==> src/shared/ppsc_cfg.svh <==
`ifndef PPSC_CFG_SVH
`define PPSC_CFG_SVH

// ----------------------------------------------------------------
// Index offsets, one per register, within its index space
// ----------------------------------------------------------------
`define PPSC_OFF_PDN_CNTL      8'h07
`define PPSC_OFF_CFG_CNTL      8'h11
`define PPSC_OFF_REGA          8'h22
`define PPSC_OFF_REGB          8'h23
`define PPSC_OFF_REGC          8'h24
`define PPSC_OFF_LANEREV       8'h33
`define PPSC_OFF_DEEMPH_B      8'h34
`define PPSC_OFF_DEEMPH_CDE    8'h37
`define PPSC_OFF_REFCLK        8'h38
`define PPSC_OFF_DEEMPH_A      8'h39
`define PPSC_OFF_P_CNTL        8'h40
`define PPSC_OFF_LINK_CAPABILITY      8'h64
`define PPSC_OFF_MUX6          8'h66
`define PPSC_OFF_LINK_CONTROL     8'h68
`define PPSC_OFF_MUX8          8'h68
`define PPSC_OFF_LINK_CONTROL_SECOND    8'h88
`define PPSC_OFF_CLKGATE       8'h94
`define PPSC_OFF_SPEED         8'hA4
`define PPSC_OFF_STRAP_LC      8'hC0

// ----------------------------------------------------------------
// Field positions
// ----------------------------------------------------------------
`define PPSC_B_L0S_EN          0
`define PPSC_F_L0S_IDLE        11:8
`define PPSC_F_GATE_LAT        3:0
`define PPSC_B_GATE_MAIN       0
`define PPSC_B_GATE_L0S        1
`define PPSC_B_GATE_SNDRCV     2
`define PPSC_B_PERM_STOP       3
`define PPSC_B_SND_PDN         5
`define PPSC_B_RCV_PDN         6
`define PPSC_B_LCORE_GDIS      16
`define PPSC_B_REFCLK_TX       26
`define PPSC_B_SBC_VALID_N     31
`define PPSC_F_SBC_LANEREV     7:4
`define PPSC_B_GPC_VALID_N     14
`define PPSC_B_GPC_REV_A       31
`define PPSC_B_GPC_REV_B       0
`define PPSC_F_SBC_DRV         6:5
`define PPSC_F_GPC_DRV         26:25
`define PPSC_B_GEN1_COMPL      13
`define PPSC_B_GEN2_EN         0
`define PPSC_F_TGT_SPEED       3:0
`define PPSC_B_GEN2_COMPL      4
`define PPSC_B_DEEMPH_HI       31
`define PPSC_B_GPC_DEEMPH_B    5
`define PPSC_F_SBC_DEEMPH_CDE  7:5

// ----------------------------------------------------------------
// Values, reset values and timing
// ----------------------------------------------------------------
`define PPSC_SPEED_GEN2        4'h2
`define PPSC_LINK_CAPABILITY_VAL      32'h0000_0402
`define PPSC_RST_ZERO          32'h0000_0000
`define PPSC_RST_REGA          32'h0000_0020
`define PPSC_RST_DEEMPH_HI     32'h8000_0000
`define PPSC_RST_DEEMPH_CDE    32'h0000_00E0
`define PPSC_MASK_16           32'h0000_FFFF
`define PPSC_MASK_32           32'hFFFF_FFFF
`define PPSC_INVALID_RD        32'hFFFF_FFFF
`define PPSC_DRV_BASE_MA       5'h12
`define PPSC_DRV_STEP_MA       5'h02
`define PPSC_CLK_PERIOD_NS     4
`define PPSC_L0S_TIME_NS       4000
`define PPSC_L0S_CODE_REF      8
`define PPSC_L0S_CYC           (`PPSC_L0S_TIME_NS / `PPSC_CLK_PERIOD_NS)
`define PPSC_L0S_STEP_CYC      (`PPSC_L0S_CYC / `PPSC_L0S_CODE_REF)

`endif

==> src/shared/ppsc_pkg.sv <==
package ppsc_pkg;

  // Index space that a register access targets
  typedef enum logic [2:0] {
    SP_MISC = 3'h0, SP_CORE = 3'h1, SP_PORT = 3'h2,
    SP_CFG  = 3'h3, SP_CLK  = 3'h4
  } ppsc_space_e;

  // Storage slot of each writable register; SL_NONE marks no hit
  typedef enum logic [4:0] {
    SL_PDN, SL_CFG_CNTL, SL_REGA, SL_REGB, SL_REGC, SL_LANEREV,
    SL_DEEMPH_B, SL_DEEMPH_CDE, SL_REFCLK, SL_DEEMPH_A, SL_P_CNTL,
    SL_MUX6, SL_LINK_CONTROL, SL_MUX8, SL_LINK_CONTROL_SECOND, SL_CLKGATE,
    SL_SPEED, SL_STRAP_LC, SL_NONE
  } ppsc_slot_e;

  // Idle counter word
  typedef logic [11:0] ppsc_cnt_t;

  // Register access request
  typedef struct packed {
    logic        write;
    logic        read;
    ppsc_space_e space;
    logic [7:0]  index;
    logic [31:0] wdata;
  } ppsc_req_s;

  // Read answer
  typedef struct packed {
    logic        valid;
    logic [31:0] data;
  } ppsc_rsp_s;

  // Control outputs towards the cores
  typedef struct packed {
    logic       l0sEnable;
    logic       l0sEntry;
    logic [3:0] gatingLatency;
    logic       txMainGate;
    logic       txL0sGate;
    logic       txSndGate;
    logic       txRcvGate;
    logic       linkCoreClockGate;
    logic       txClockStopped;
    logic       refclkTxEnable;
    logic [1:0] gpcLaneReverse;
    logic [3:0] sbcLaneReverse;
    logic [1:0] gpcDeemphasis;
    logic [3:0] sbcDeemphasis;
    logic [4:0] gpcDriveMa;
    logic [4:0] sbcDriveMa;
    logic       forceGen1Compliance;
    logic       forceGen2Compliance;
    logic       gen2Capable;
    logic       targetGen2;
  } ppsc_ctrl_s;

endpackage

==> src/hw/ppsc_regbank.sv <==
`timescale 1ns/1ps
`include "ppsc_cfg.svh"

// Summary of operation
// - Link control bit 0 enables L0s entry
// - Idle field code 8 gives 1000-clock timer
// - Gating latency field accepts 1100 binary
// - Power-down bits 2:0 gate three clock branches
// - Port power bit 5 allows send clock off
// - Port power bit 6 allows receive clock off
// - Clearing bit 16 enables link core gating
// - Permanent stop bit kills clock, core access
// - Bit 26 enables slot reference clock transmitter
// - South lane strap bits 7:4 reverse ports
// - General qualifier bit 14, reversal A/B bits
// - Two-bit code selects 18 to 24 mA
// - Strap bit 13 forces Gen1 compliance pattern
// - Speed control bit 0 enables Gen2 capability
// - Target speed 2 advertises Gen2
// - Bit 4 forces Gen2 compliance pattern
// - De-emphasis strap 1 means -3.5 dB
// - De-emphasis straps sit at fixed locations

module ppsc_regbank
(
  // Clock and reset
  input  wire logic                ref_clk,
  input  wire logic                rst,
  // Register access
  input  wire ppsc_pkg::ppsc_req_s req,
  output      ppsc_pkg::ppsc_rsp_s rsp,
  // Link activity from the core
  input  wire logic                linkIdle,
  // Controls towards the cores
  output      ppsc_pkg::ppsc_ctrl_s ctrl
);

  // ----------------------------------------------------------------
  // Helper functions
  // ----------------------------------------------------------------

  // Maps a space and index to a storage slot
  function automatic ppsc_pkg::ppsc_slot_e decodeSlot
  (
    input ppsc_pkg::ppsc_space_e space,
    input logic [7:0]            index
  );
    ppsc_pkg::ppsc_slot_e s;
    s = ppsc_pkg::SL_NONE;
    case (space)
      ppsc_pkg::SP_MISC:
      begin
        case (index)
          `PPSC_OFF_PDN_CNTL:   s = ppsc_pkg::SL_PDN;
          `PPSC_OFF_REGA:       s = ppsc_pkg::SL_REGA;
          `PPSC_OFF_REGB:       s = ppsc_pkg::SL_REGB;
          `PPSC_OFF_REGC:       s = ppsc_pkg::SL_REGC;
          `PPSC_OFF_LANEREV:    s = ppsc_pkg::SL_LANEREV;
          `PPSC_OFF_DEEMPH_B:   s = ppsc_pkg::SL_DEEMPH_B;
          `PPSC_OFF_DEEMPH_CDE: s = ppsc_pkg::SL_DEEMPH_CDE;
          `PPSC_OFF_REFCLK:     s = ppsc_pkg::SL_REFCLK;
          `PPSC_OFF_DEEMPH_A:   s = ppsc_pkg::SL_DEEMPH_A;
          `PPSC_OFF_MUX6:       s = ppsc_pkg::SL_MUX6;
          `PPSC_OFF_MUX8:       s = ppsc_pkg::SL_MUX8;
          default:              s = ppsc_pkg::SL_NONE;
        endcase
      end
      ppsc_pkg::SP_CORE:
      begin
        case (index)
          `PPSC_OFF_CFG_CNTL:   s = ppsc_pkg::SL_CFG_CNTL;
          `PPSC_OFF_P_CNTL:     s = ppsc_pkg::SL_P_CNTL;
          default:              s = ppsc_pkg::SL_NONE;
        endcase
      end
      ppsc_pkg::SP_PORT:
      begin
        case (index)
          `PPSC_OFF_SPEED:      s = ppsc_pkg::SL_SPEED;
          `PPSC_OFF_STRAP_LC:   s = ppsc_pkg::SL_STRAP_LC;
          default:              s = ppsc_pkg::SL_NONE;
        endcase
      end
      ppsc_pkg::SP_CFG:
      begin
        case (index)
          `PPSC_OFF_LINK_CONTROL:  s = ppsc_pkg::SL_LINK_CONTROL;
          `PPSC_OFF_LINK_CONTROL_SECOND: s = ppsc_pkg::SL_LINK_CONTROL_SECOND;
          default:              s = ppsc_pkg::SL_NONE;
        endcase
      end
      ppsc_pkg::SP_CLK:
      begin
        if (index == `PPSC_OFF_CLKGATE)
          s = ppsc_pkg::SL_CLKGATE;
      end
      default: s = ppsc_pkg::SL_NONE;
    endcase
    return s;
  endfunction

  // Reset value of each slot; de-emphasis straps default to -3.5 dB
  function automatic logic [31:0] resetValue
  (
    input ppsc_pkg::ppsc_slot_e s
  );
    case (s)
      ppsc_pkg::SL_REGA:       return `PPSC_RST_REGA;
      ppsc_pkg::SL_DEEMPH_A:   return `PPSC_RST_DEEMPH_HI;
      ppsc_pkg::SL_DEEMPH_B:   return `PPSC_RST_DEEMPH_HI;
      ppsc_pkg::SL_DEEMPH_CDE: return `PPSC_RST_DEEMPH_CDE;
      default:                 return `PPSC_RST_ZERO;
    endcase
  endfunction

  // Implemented width of each slot; link controls are 16 bits
  function automatic logic [31:0] widthMask
  (
    input ppsc_pkg::ppsc_slot_e s
  );
    case (s)
      ppsc_pkg::SL_LINK_CONTROL:  return `PPSC_MASK_16;
      ppsc_pkg::SL_LINK_CONTROL_SECOND: return `PPSC_MASK_16;
      default:                 return `PPSC_MASK_32;
    endcase
  endfunction

  // Drive strength code to nominal milliamps
  function automatic logic [4:0] driveMa
  (
    input logic [1:0] code
  );
    return `PPSC_DRV_BASE_MA + `PPSC_DRV_STEP_MA * {3'h0, code};
  endfunction

  // Idle field code to timer length in clocks
  function automatic ppsc_pkg::ppsc_cnt_t idleLimit
  (
    input logic [3:0] code
  );
    return ppsc_pkg::ppsc_cnt_t'(code)
         * ppsc_pkg::ppsc_cnt_t'(`PPSC_L0S_STEP_CYC);
  endfunction

  // ----------------------------------------------------------------
  // Storage and state
  // ----------------------------------------------------------------
  logic [31:0]          regFile [ppsc_pkg::SL_NONE]; // Register words
  logic                 txStopped;        // Sticky clock stop
  logic                 gpcValidPrev;     // Last general qualifier
  logic                 sbcValidPrev;     // Last south qualifier
  logic [1:0]           gpcRevLat;        // Latched reversal A,B
  logic [1:0]           gpcDeLat;         // Latched de-emph A,B
  logic [3:0]           sbcRevLat;        // Latched reversal B..E
  logic [3:0]           sbcDeLat;         // Latched de-emph B..E
  ppsc_pkg::ppsc_cnt_t  idleCnt;          // Cycles of link idle
  ppsc_pkg::ppsc_rsp_s  next_rsp;         // Next read answer
  ppsc_pkg::ppsc_ctrl_s next_ctrl;        // Next control word

  // ----------------------------------------------------------------
  // Access decode
  // ----------------------------------------------------------------
  wire ppsc_pkg::ppsc_slot_e reqSlot  = decodeSlot(req.space, req.index);
  wire logic                 slotHit  = reqSlot != ppsc_pkg::SL_NONE;
  // Core spaces go dead once the clock is stopped for good
  wire logic coreBlocked = txStopped
                         && req.space != ppsc_pkg::SP_MISC;
  wire logic capHit      = req.space == ppsc_pkg::SP_CFG
                         && req.index == `PPSC_OFF_LINK_CAPABILITY;
  wire logic wrTake      = req.write && slotHit && !coreBlocked;
  wire logic [31:0] wrWord = req.wdata & widthMask(reqSlot);

  // Field views of the stored words
  wire logic [31:0] pdnWord   = regFile[ppsc_pkg::SL_PDN];
  wire logic [31:0] pcWord    = regFile[ppsc_pkg::SL_P_CNTL];
  wire logic [31:0] lcWord    = regFile[ppsc_pkg::SL_LINK_CONTROL];
  wire logic [31:0] lc2Word   = regFile[ppsc_pkg::SL_LINK_CONTROL_SECOND];
  wire logic [31:0] regaWord  = regFile[ppsc_pkg::SL_REGA];
  wire logic [31:0] lrWord    = regFile[ppsc_pkg::SL_LANEREV];
  wire logic        gpcValidN = regaWord[`PPSC_B_GPC_VALID_N];
  wire logic        sbcValidN =
    regFile[ppsc_pkg::SL_MUX6][`PPSC_B_SBC_VALID_N];

  // Qualifier falling edge means straps are reasserted
  wire logic gpcCapture = gpcValidPrev && !gpcValidN;
  wire logic sbcCapture = sbcValidPrev && !sbcValidN;

  // Idle timer thresholds
  // Idle code of the link control word sets the L0s timer
  wire ppsc_pkg::ppsc_cnt_t l0sLimit =
    idleLimit(lcWord[`PPSC_F_L0S_IDLE]);
  wire logic [3:0] gateLat =
    regFile[ppsc_pkg::SL_CFG_CNTL][`PPSC_F_GATE_LAT];
  wire logic gateReady = idleCnt >= ppsc_pkg::ppsc_cnt_t'(gateLat);
  wire logic l0sOn     = lcWord[`PPSC_B_L0S_EN];
  wire logic l0sReady  = l0sOn && l0sLimit != '0
                       && idleCnt >= l0sLimit;

  // ----------------------------------------------------------------
  // Register file
  // ----------------------------------------------------------------
  // Writes land in the addressed slot; blocked spaces are dropped
  always_ff @(posedge ref_clk)
  begin
    if (rst)
    begin
      for (int i = 0; i < ppsc_pkg::SL_NONE; i++)
        regFile[i] <= resetValue(ppsc_pkg::ppsc_slot_e'(i));
    end
    else if (wrTake)
      regFile[reqSlot] <= wrWord;
  end

  // ----------------------------------------------------------------
  // Permanent clock stop
  // ----------------------------------------------------------------
  // Once set it stays until reset, even if the bit is cleared
  always_ff @(posedge ref_clk)
  begin
    if (rst)
      txStopped <= 1'b0;
    else if (pdnWord[`PPSC_B_PERM_STOP])
      txStopped <= 1'b1;
  end

  // ----------------------------------------------------------------
  // Strap latches
  // ----------------------------------------------------------------
  // Straps follow the registers only on qualifier reassertion
  always_ff @(posedge ref_clk)
  begin
    if (rst)
    begin
      gpcValidPrev <= 1'b0;
      sbcValidPrev <= 1'b0;
      gpcRevLat    <= 2'h0;
      sbcRevLat    <= 4'h0;
      gpcDeLat     <= 2'h3;
      sbcDeLat     <= 4'hF;
    end
    else
    begin
      gpcValidPrev <= gpcValidN;
      sbcValidPrev <= sbcValidN;
      // General core straps
      if (gpcCapture)
      begin
        gpcRevLat <= {regFile[ppsc_pkg::SL_REGB][`PPSC_B_GPC_REV_B],
                      regaWord[`PPSC_B_GPC_REV_A]};
        gpcDeLat  <= {regaWord[`PPSC_B_GPC_DEEMPH_B],
          regFile[ppsc_pkg::SL_DEEMPH_A][`PPSC_B_DEEMPH_HI]};
      end
      // South-side core straps
      if (sbcCapture)
      begin
        sbcRevLat <= lrWord[`PPSC_F_SBC_LANEREV];
        sbcDeLat  <=
          {regFile[ppsc_pkg::SL_DEEMPH_CDE][`PPSC_F_SBC_DEEMPH_CDE],
           regFile[ppsc_pkg::SL_DEEMPH_B][`PPSC_B_DEEMPH_HI]};
      end
    end
  end

  // ----------------------------------------------------------------
  // Idle counter
  // ----------------------------------------------------------------
  // Counts idle clocks, saturates, restarts on any activity
  always_ff @(posedge ref_clk)
  begin
    if (rst || !linkIdle)
      idleCnt <= '0;
    else if (idleCnt != '1)
      idleCnt <= idleCnt + ppsc_pkg::ppsc_cnt_t'(1);
  end

  // ----------------------------------------------------------------
  // Read answer
  // ----------------------------------------------------------------
  // Dead core spaces read all ones; unmapped reads give zero
  always_comb
  begin
    next_rsp.valid = req.read;
    next_rsp.data  = `PPSC_RST_ZERO;
    if (req.read)
    begin
      if (coreBlocked)
        next_rsp.data = `PPSC_INVALID_RD;
      else if (capHit)
        next_rsp.data = `PPSC_LINK_CAPABILITY_VAL;
      else if (slotHit)
        next_rsp.data = regFile[reqSlot] & widthMask(reqSlot);
    end
  end

  // Answer register
  always_ff @(posedge ref_clk)
  begin
    if (rst)
      rsp <= '0;
    else
      rsp <= next_rsp;
  end

  // ----------------------------------------------------------------
  // Control word
  // ----------------------------------------------------------------
  // Transmit gating outputs drop while the clock is stopped for good
  always_comb
  begin
    next_ctrl = '0;
    next_ctrl.l0sEnable     = l0sOn;
    next_ctrl.l0sEntry      = l0sReady;
    next_ctrl.gatingLatency = gateLat;
    // Main, send and receive gating after the latency of idle clocks; L0s gating after the L0s timer
    next_ctrl.txMainGate = pdnWord[`PPSC_B_GATE_MAIN]
                         && gateReady;
    next_ctrl.txL0sGate  = pdnWord[`PPSC_B_GATE_L0S]
                         && l0sReady;
    next_ctrl.txSndGate  = pdnWord[`PPSC_B_GATE_SNDRCV]
                         && pcWord[`PPSC_B_SND_PDN]
                         && gateReady;
    next_ctrl.txRcvGate  = pdnWord[`PPSC_B_GATE_SNDRCV]
                         && pcWord[`PPSC_B_RCV_PDN]
                         && gateReady;
    next_ctrl.linkCoreClockGate =
      !regFile[ppsc_pkg::SL_CLKGATE][`PPSC_B_LCORE_GDIS];
    next_ctrl.txClockStopped = txStopped;
    next_ctrl.refclkTxEnable =
      regFile[ppsc_pkg::SL_REFCLK][`PPSC_B_REFCLK_TX];
    next_ctrl.gpcLaneReverse = gpcRevLat;
    next_ctrl.sbcLaneReverse = sbcRevLat;
    next_ctrl.gpcDeemphasis  = gpcDeLat;
    next_ctrl.sbcDeemphasis  = sbcDeLat;
    next_ctrl.gpcDriveMa =
      driveMa(regFile[ppsc_pkg::SL_REGC][`PPSC_F_GPC_DRV]);
    next_ctrl.sbcDriveMa =
      driveMa(regFile[ppsc_pkg::SL_MUX8][`PPSC_F_SBC_DRV]);
    next_ctrl.forceGen1Compliance =
      regFile[ppsc_pkg::SL_STRAP_LC][`PPSC_B_GEN1_COMPL];
    next_ctrl.gen2Capable =
      regFile[ppsc_pkg::SL_SPEED][`PPSC_B_GEN2_EN];
    next_ctrl.targetGen2 = next_ctrl.gen2Capable
      && lc2Word[`PPSC_F_TGT_SPEED] == `PPSC_SPEED_GEN2;
    next_ctrl.forceGen2Compliance =
      lc2Word[`PPSC_B_GEN2_COMPL];
    if (txStopped)
    begin
      // Stopped clock needs no gating requests
      next_ctrl.txMainGate = 1'b0;
      next_ctrl.txL0sGate  = 1'b0;
      next_ctrl.txSndGate  = 1'b0;
      next_ctrl.txRcvGate  = 1'b0;
    end
  end

  // Control register
  always_ff @(posedge ref_clk)
  begin
    if (rst)
      ctrl <= '0;
    else
      ctrl <= next_ctrl;
  end

endmodule // ppsc_regbank

==> config.mk <==
export PLATFORM = sky130hd
export DESIGN_NAME = ppsc_regbank
export DESIGN_NICKNAME = d
export VERILOG_FILES = /design/src/shared/ppsc_pkg.sv /design/src/hw/ppsc_regbank.sv
export VERILOG_INCLUDE_DIRS = /design/src /design/src/shared
export SDC_FILE = /design/constraint.sdc
export NUM_CORES = 2
export LEC_CHECK = 0
export ABC_AREA = 1
export ABC_CLOCK_PERIOD_IN_PS = 4580
export BUFFER_PORTS_ARGS = -buffer_cell sky130_fd_sc_hd__buf_2
export CORE_ASPECT_RATIO = 1.2
export CORE_MARGIN = 4
export CORE_UTILIZATION = 28
export DETAILED_ROUTE_END_ITERATION = 8
export PLACE_DENSITY = 0.45
export RECOVER_POWER = 100
export REMOVE_ABC_BUFFERS = 1
export SLEW_MARGIN = 20
export SYNTH_ARGS = -nofsm -noshare
export SYNTH_HDL_FRONTEND = slang
export SYNTH_SLANG_ARGS = --single-unit
export TNS_END_PERCENT = 1
==> constraint.sdc <==
create_clock -name ref_clk -period 4.58 [get_ports ref_clk]
set_input_delay 0.916 -clock ref_clk [delete_from_list [all_inputs] [get_ports ref_clk]]
set_output_delay 0.916 -clock ref_clk [all_outputs]
set_load 0.02 [all_outputs]
Yosys cells after proc, flatten, opt, wreduce, memory -nomap -nowiden:

Memories as Yosys holds them, arrays and structs flattened. A register that Yosys moved wholly into a read port is not among the register bits.
Cells that the tools add are included.
Widths: inputs -> output; s select.

* flip-flop bits (word level): 89
* bits in writable memories: 576
* input bits: 48
* output and inout port bits: 72
* word-level logic and storage cells: 117
* memories: 1

* $add $sub $neg: 3
* multipliers: 1
* order comparisons: 2
* equality and inequality tests: 27
* mux-type cells: 26
* bitwise operators: 3
* reductions and logical operators: 28

Memory list
* regFile: words 18, bits a word 32, read ports 19, clocked after Yosys merged registers in 7, write ports 18, RTL line ppsc_regbank.sv:148 `logic [31:0] regFile [ppsc_pkg::SL_NONE];`

Operators with widths (count)
* $mux 32: 13
* $and 32x32->32: 2
* $eq 8x6->1 const B: 8
* $pmux 5 s11: 1
* $eq 8x7->1 const B: 4
* $eq 8x8->1 const B: 4
* $reduce_or 32->1: 1
* $pmux 5 s5: 1
* $pmux 5 s2: 2
* $logic_and 1x1->1: 15
* $add 12x1->12 const B: 1
* $ge 12x11->1: 1
* $ge 12x4->1: 1
* $ne 12x12->1 const B: 1
* $reduce_bool 12->1: 1
* $mul 4x7->11 const B: 1
* $add 5x3->5 const A: 2
* $eq 5x4->1 const B: 2
* $mux 5: 2
* $eq 8x3->1 const B: 1
* $eq 8x5->1 const B: 1
* $eq 3x2->1 const B: 2
* $mux 1: 6
* $reduce_or 2->1: 3
* other kinds (10): 14

Logic depth before layout (Yosys ltp):

* depth in word-level cells: 14
* mapped depth: 21
* depth with buffers taken out: 19

Worst setup path before layout:

OpenSTA, ideal clock, no wires.

* path type: input to register
* start: input port req[39] in the netlist's numbering
* end: memory regFile[8][0] (enable)
* library setup time: 0.389 ns
* arrival time: 3.366 ns
* data required time: 4.191 ns
* slack: 0.825 ns
* stages: 14
* path buffers: 4
* path through: inv_2 > nand2_1 > nor2_1 > nand2_1 > o21ai_1 > nor2_1 > nand2_2 > buf_2 > buf_6 > buf_2 > nor2_4 > nand4_2 > clkbuf_1 > nand2_1

RTL lines
* start: declaration: RTL line ppsc_regbank.sv:30 `input wire ppsc_pkg::ppsc_req_s req,`
* end: declaration: RTL line ppsc_regbank.sv:148

==> results.json <==
{
  "status": "complete, but fails checks",
  "violations": "capacitance limit, slew limit",
  "hold_buffers": 0,
  "critPathSlowestCell": "clkbuf_1",
  "synth.area.top_cells": "edfxtp_1 60%, nand2_1 11%, nand3_1 7.8%, nor2_1 4.5%, dfxtp_1 3.9%",
  "post_drt_wl_per_cell_um": 20.31,
  "finClkSkew_ns": 0.04536,
  "critical_path.cell_chain": "clkbuf_1 > inv_1 > nand2_1 > nor2_1 > nand2_1 > nand3_1 > nand3_1 > nor2_1 > nand2_4 > clkinvlp_2 > nor2_1 > nand2_4 > nand3_1 > nor2_1 > nand2_1 > inv_1 > nand2_1 > nand2_2 > clkbuf_1",
  "leakagePower_nw": 23.58,
  "syn_inst": 5162,
  "grt_pass1_vias": 35655,
  "swShare_pct": 24.15,
  "async_flop_share_pct": 0,
  "synth_area_um2": 49600,
  "synth_warnings": 0,
  "gp_congestion": 0.7806,
  "combinationalPowerShare_pct": 7.5,
  "required_ns": 4.91,
  "worstMarginPinSlew_ns": 2.283,
  "post-dp-hpwl_um": 90420,
  "synth_edf_count": 988,
  "hold_violations": 0,
  "drt_first_pass_iters": 6,
  "routed_via_density": 4.578,
  "coreArea_um2": 175300,
  "p_sw_mw": 5.450,
  "grt-ovfl-total": 0,
  "cap_violations": 6,
  "insertion_delay_ns": 0.76,
  "drive_above_1_share_pct": 6.345,
  "cts_made_buffers": 114,
  "start_util_pct": 28.29,
  "ant_nets": 0,
  "nets": 5724,
  "grt_pass1_wl_um": 240400,
  "slew_viol_final": 417,
  "n_fill_cell": 18353,
  "cts.clk_slew.worst_paths_ns": 0.06,
  "finalCritPeriodShare_pct": 92.66,
  "crit_buf_inv": 5,
  "hp-class": "reg -> reg",
  "post_cts_buffers": 0,
  "hold_slack_ns": 0.4307,
  "crit_type": "in -> reg",
  "ys.flop_type": "edfxtp_1",
  "synth-seq-cells": 1084,
  "drc": 0,
  "critPathLaunchType": "input pin",
  "syn2layout_area_growth_pct": 16.99,
  "power_frac_seq_pct": 50.3,
  "wl_um": 163200,
  "h-tree-depth": 3,
  "cts_num_sinks": 1084,
  "avgSynthCellArea_um2": 9.609,
  "critPathCaptureType": "flip-flop",
  "synth_area_leader_cell": "edfxtp_1",
  "track_usage_pct": 17.53,
  "arrival_ns": 4.57,
  "p_int_mw": 17.11,
  "max_freq_mhz": 235.6,
  "vias": 36782,
  "synth_top_area_share_pct": 59.81,
  "cts_resized": 0,
  "slew_headroom_pct": -52.23,
  "clockRootBuffer": "clkbuf_16",
  "worstPathMaxFanout": 13,
  "cp_top_family": "simple AND/OR/NAND/NOR gates",
  "die_y_um": 469.1,
  "rsz0062_at_grt": "no",
  "power_frac_clock_pct": 42.2,
  "numPortBuffers": 117,
  "num_rows": 168,
  "p_per_area_nw_per_um2": 388.8,
  "seq_area_frac_synth_pct": 63.69,
  "setup_viol_count_final": 0,
  "ios": 120,
  "antenna_found_initial": 6,
  "tritoncts": "built",
  "dieArea_um2": 184000,
  "cp_slowest_stage_delay_ns": 0.93,
  "ys_types": 45,
  "ir_drop_mv": 0.3122,
  "clk_path_buf_depth": 3,
  "tns_ns": 0,
  "die_w_um": 392.2,
  "grt_start_max_net_pins": 186,
  "period_minus_slack_ns": 4.244,
  "drtIter0Drc": 2687
}
## Yosys cell counts, drive strengths merged (7+ instances only)
| cell | instances |
|---|---|
| edfxtp | 988 |
| nand3b | 154 |
| xor2 | 7 |
| fa | 7 |
| clkbuf | 199 |
| ha | 32 |
| nor3 | 42 |
| buf | 151 |
| o211ai | 10 |
| inv | 470 |
| nand3 | 777 |
| nand2 | 1481 |
| nor2 | 606 |
| o21ai | 44 |
| nand4 | 12 |
| dfxtp | 96 |
| a21oi | 62 |
## cell usage in the layout (no fill, tap or decap), drive strengths merged, types with 8 or more instances in the layout
cell type | synthesis | layout
buf | 151 | 112
nand3 | 777 | 777
o211ai | 10 | 10
nand4 | 12 | 12
nand3b | 154 | 154
o21ai | 44 | 44
edfxtp | 988 | 988
clkbuf | 199 | 302
dfxtp | 96 | 96
a21oi | 62 | 62
nor3 | 42 | 42
clkinv | 0 | 55
nor2 | 606 | 606
inv | 470 | 471
ha | 32 | 32
nand2 | 1481 | 1481
conb | 1 | 446
bufinv | 0 | 8
## sequential cells by signal, summed over array words and instances (netlist names)
register and flops:
regFile 988, ctrl 36, rsp 33, idleCnt 12
sbcDeLat 4, sbcRevLat 4, gpcDeLat 2, gpcRevLat 2
gpcValidPrev 1, sbcValidPrev 1, txStopped 1
## metal layers
layer  global-route usage, %  vias up  wire [µm]  share of wire (%)
li1                        -    17513          -                  -
met2                   29.34     1006      77140                 47
met4                   5.353        0       4226                2.6
met1                   23.42    18048      72310                 44
met3                   2.751      215       9521                5.8
met5                       0        -          0                  0
## stage by stage
stage / total power [mW] / std cells / area [µm²] / utilization, % / setup WS (ns)
floorplan: 12.63 / 5257 / 49780 / - / -26.86
global placement: 13.32 / 7816 / 54950 / 31.35 / 0.3684
detailed placement: 13.33 / 7816 / 54950 / 31.35 / 0.4287
CTS: 22.91 / 8032 / 58760 / 33.52 / 0.6294
global route: 23.46 / 8033 / 58030 / 33.10 / 0.1600
finish: 22.56 / 8034 / 58030 / 33.10 / 0.3360
## power groups by stage
stage | logic [mW] | registers, mW | clock network (mW)
3_3_place_gp | 1.76 | 11.6 | 0
3_5_place_dp | 1.77 | 11.6 | 0
2_1_floorplan | 1.06 | 11.6 | 0
4_1_cts | 1.77 | 11.4 | 9.78
5_1_grt | 1.90 | 11.4 | 10.2
6_report | 1.69 | 11.4 | 9.51
## layout make-up
class                      count  area [µm²]  area share (%)
multi-input combinational   3703       16330           28.14
timing repair buffer         264        1655           2.853
inverter                     470        1768           3.047
clock buffer                 150        3229           5.565
sequential                  1084       31590           54.44
tap                         2295        2872           4.948
antenna                        2       5.005        0.008624
clock inverter                66       581.8           1.003
## logic make-up (layout without fill, tap and decap cells)
| logic type | count (synthesis) | count (layout) | synth area share, % |
|---|---|---|---|
| AOI/OAI and AO/OA | 127 | 127 | 1.403 |
| buffers and inverters | 820 | 950 | 6.569 |
| and+or+nand+nor | 3082 | 3082 | 27.08 |
| adders and majority gates | 39 | 39 | 1.090 |
| other | 1 | 448 | 0.007560 |
| DFF | 1084 | 1084 | 63.69 |
| xor gates and xnor gates | 9 | 9 | 0.1589 |
## worst paths after layout
path                                               startpoint                      endpoint  slack, ns  depth (start not counted)
worst min register to register      sbcRevLat[0]$_SDFFE_PP0P_           ctrl[20]$_SDFF_PP0_       0.43                          2
worst max-delay path                                  req[35]  regFile[4][20]$_SDFFCE_PN0P_       0.34                         19
worst min-delay path                sbcRevLat[0]$_SDFFE_PP0P_           ctrl[20]$_SDFF_PP0_       0.43                          2
worst max register to register  regFile[12][11]$_SDFFCE_PN0P_           ctrl[37]$_SDFF_PP0_       0.65                         15
## worst register-to-register path: stages (launching register included)
cell and delay [ns]:
edfxtp_1 0.56, fa_1 0.70, fa_1 0.45, ha_1 0.36, nand2_1 0.06, o21ai_0 0.26, xor2_1 0.22, inv_1 0.07
ha_1 0.31, nand4_1 0.10, o221a_2 0.26, o21ai_0 0.15, nand2_1 0.07, nand2_1 0.08, nand3_1 0.11, nor2_1 0.09
(Power assumes the default switching activity.)
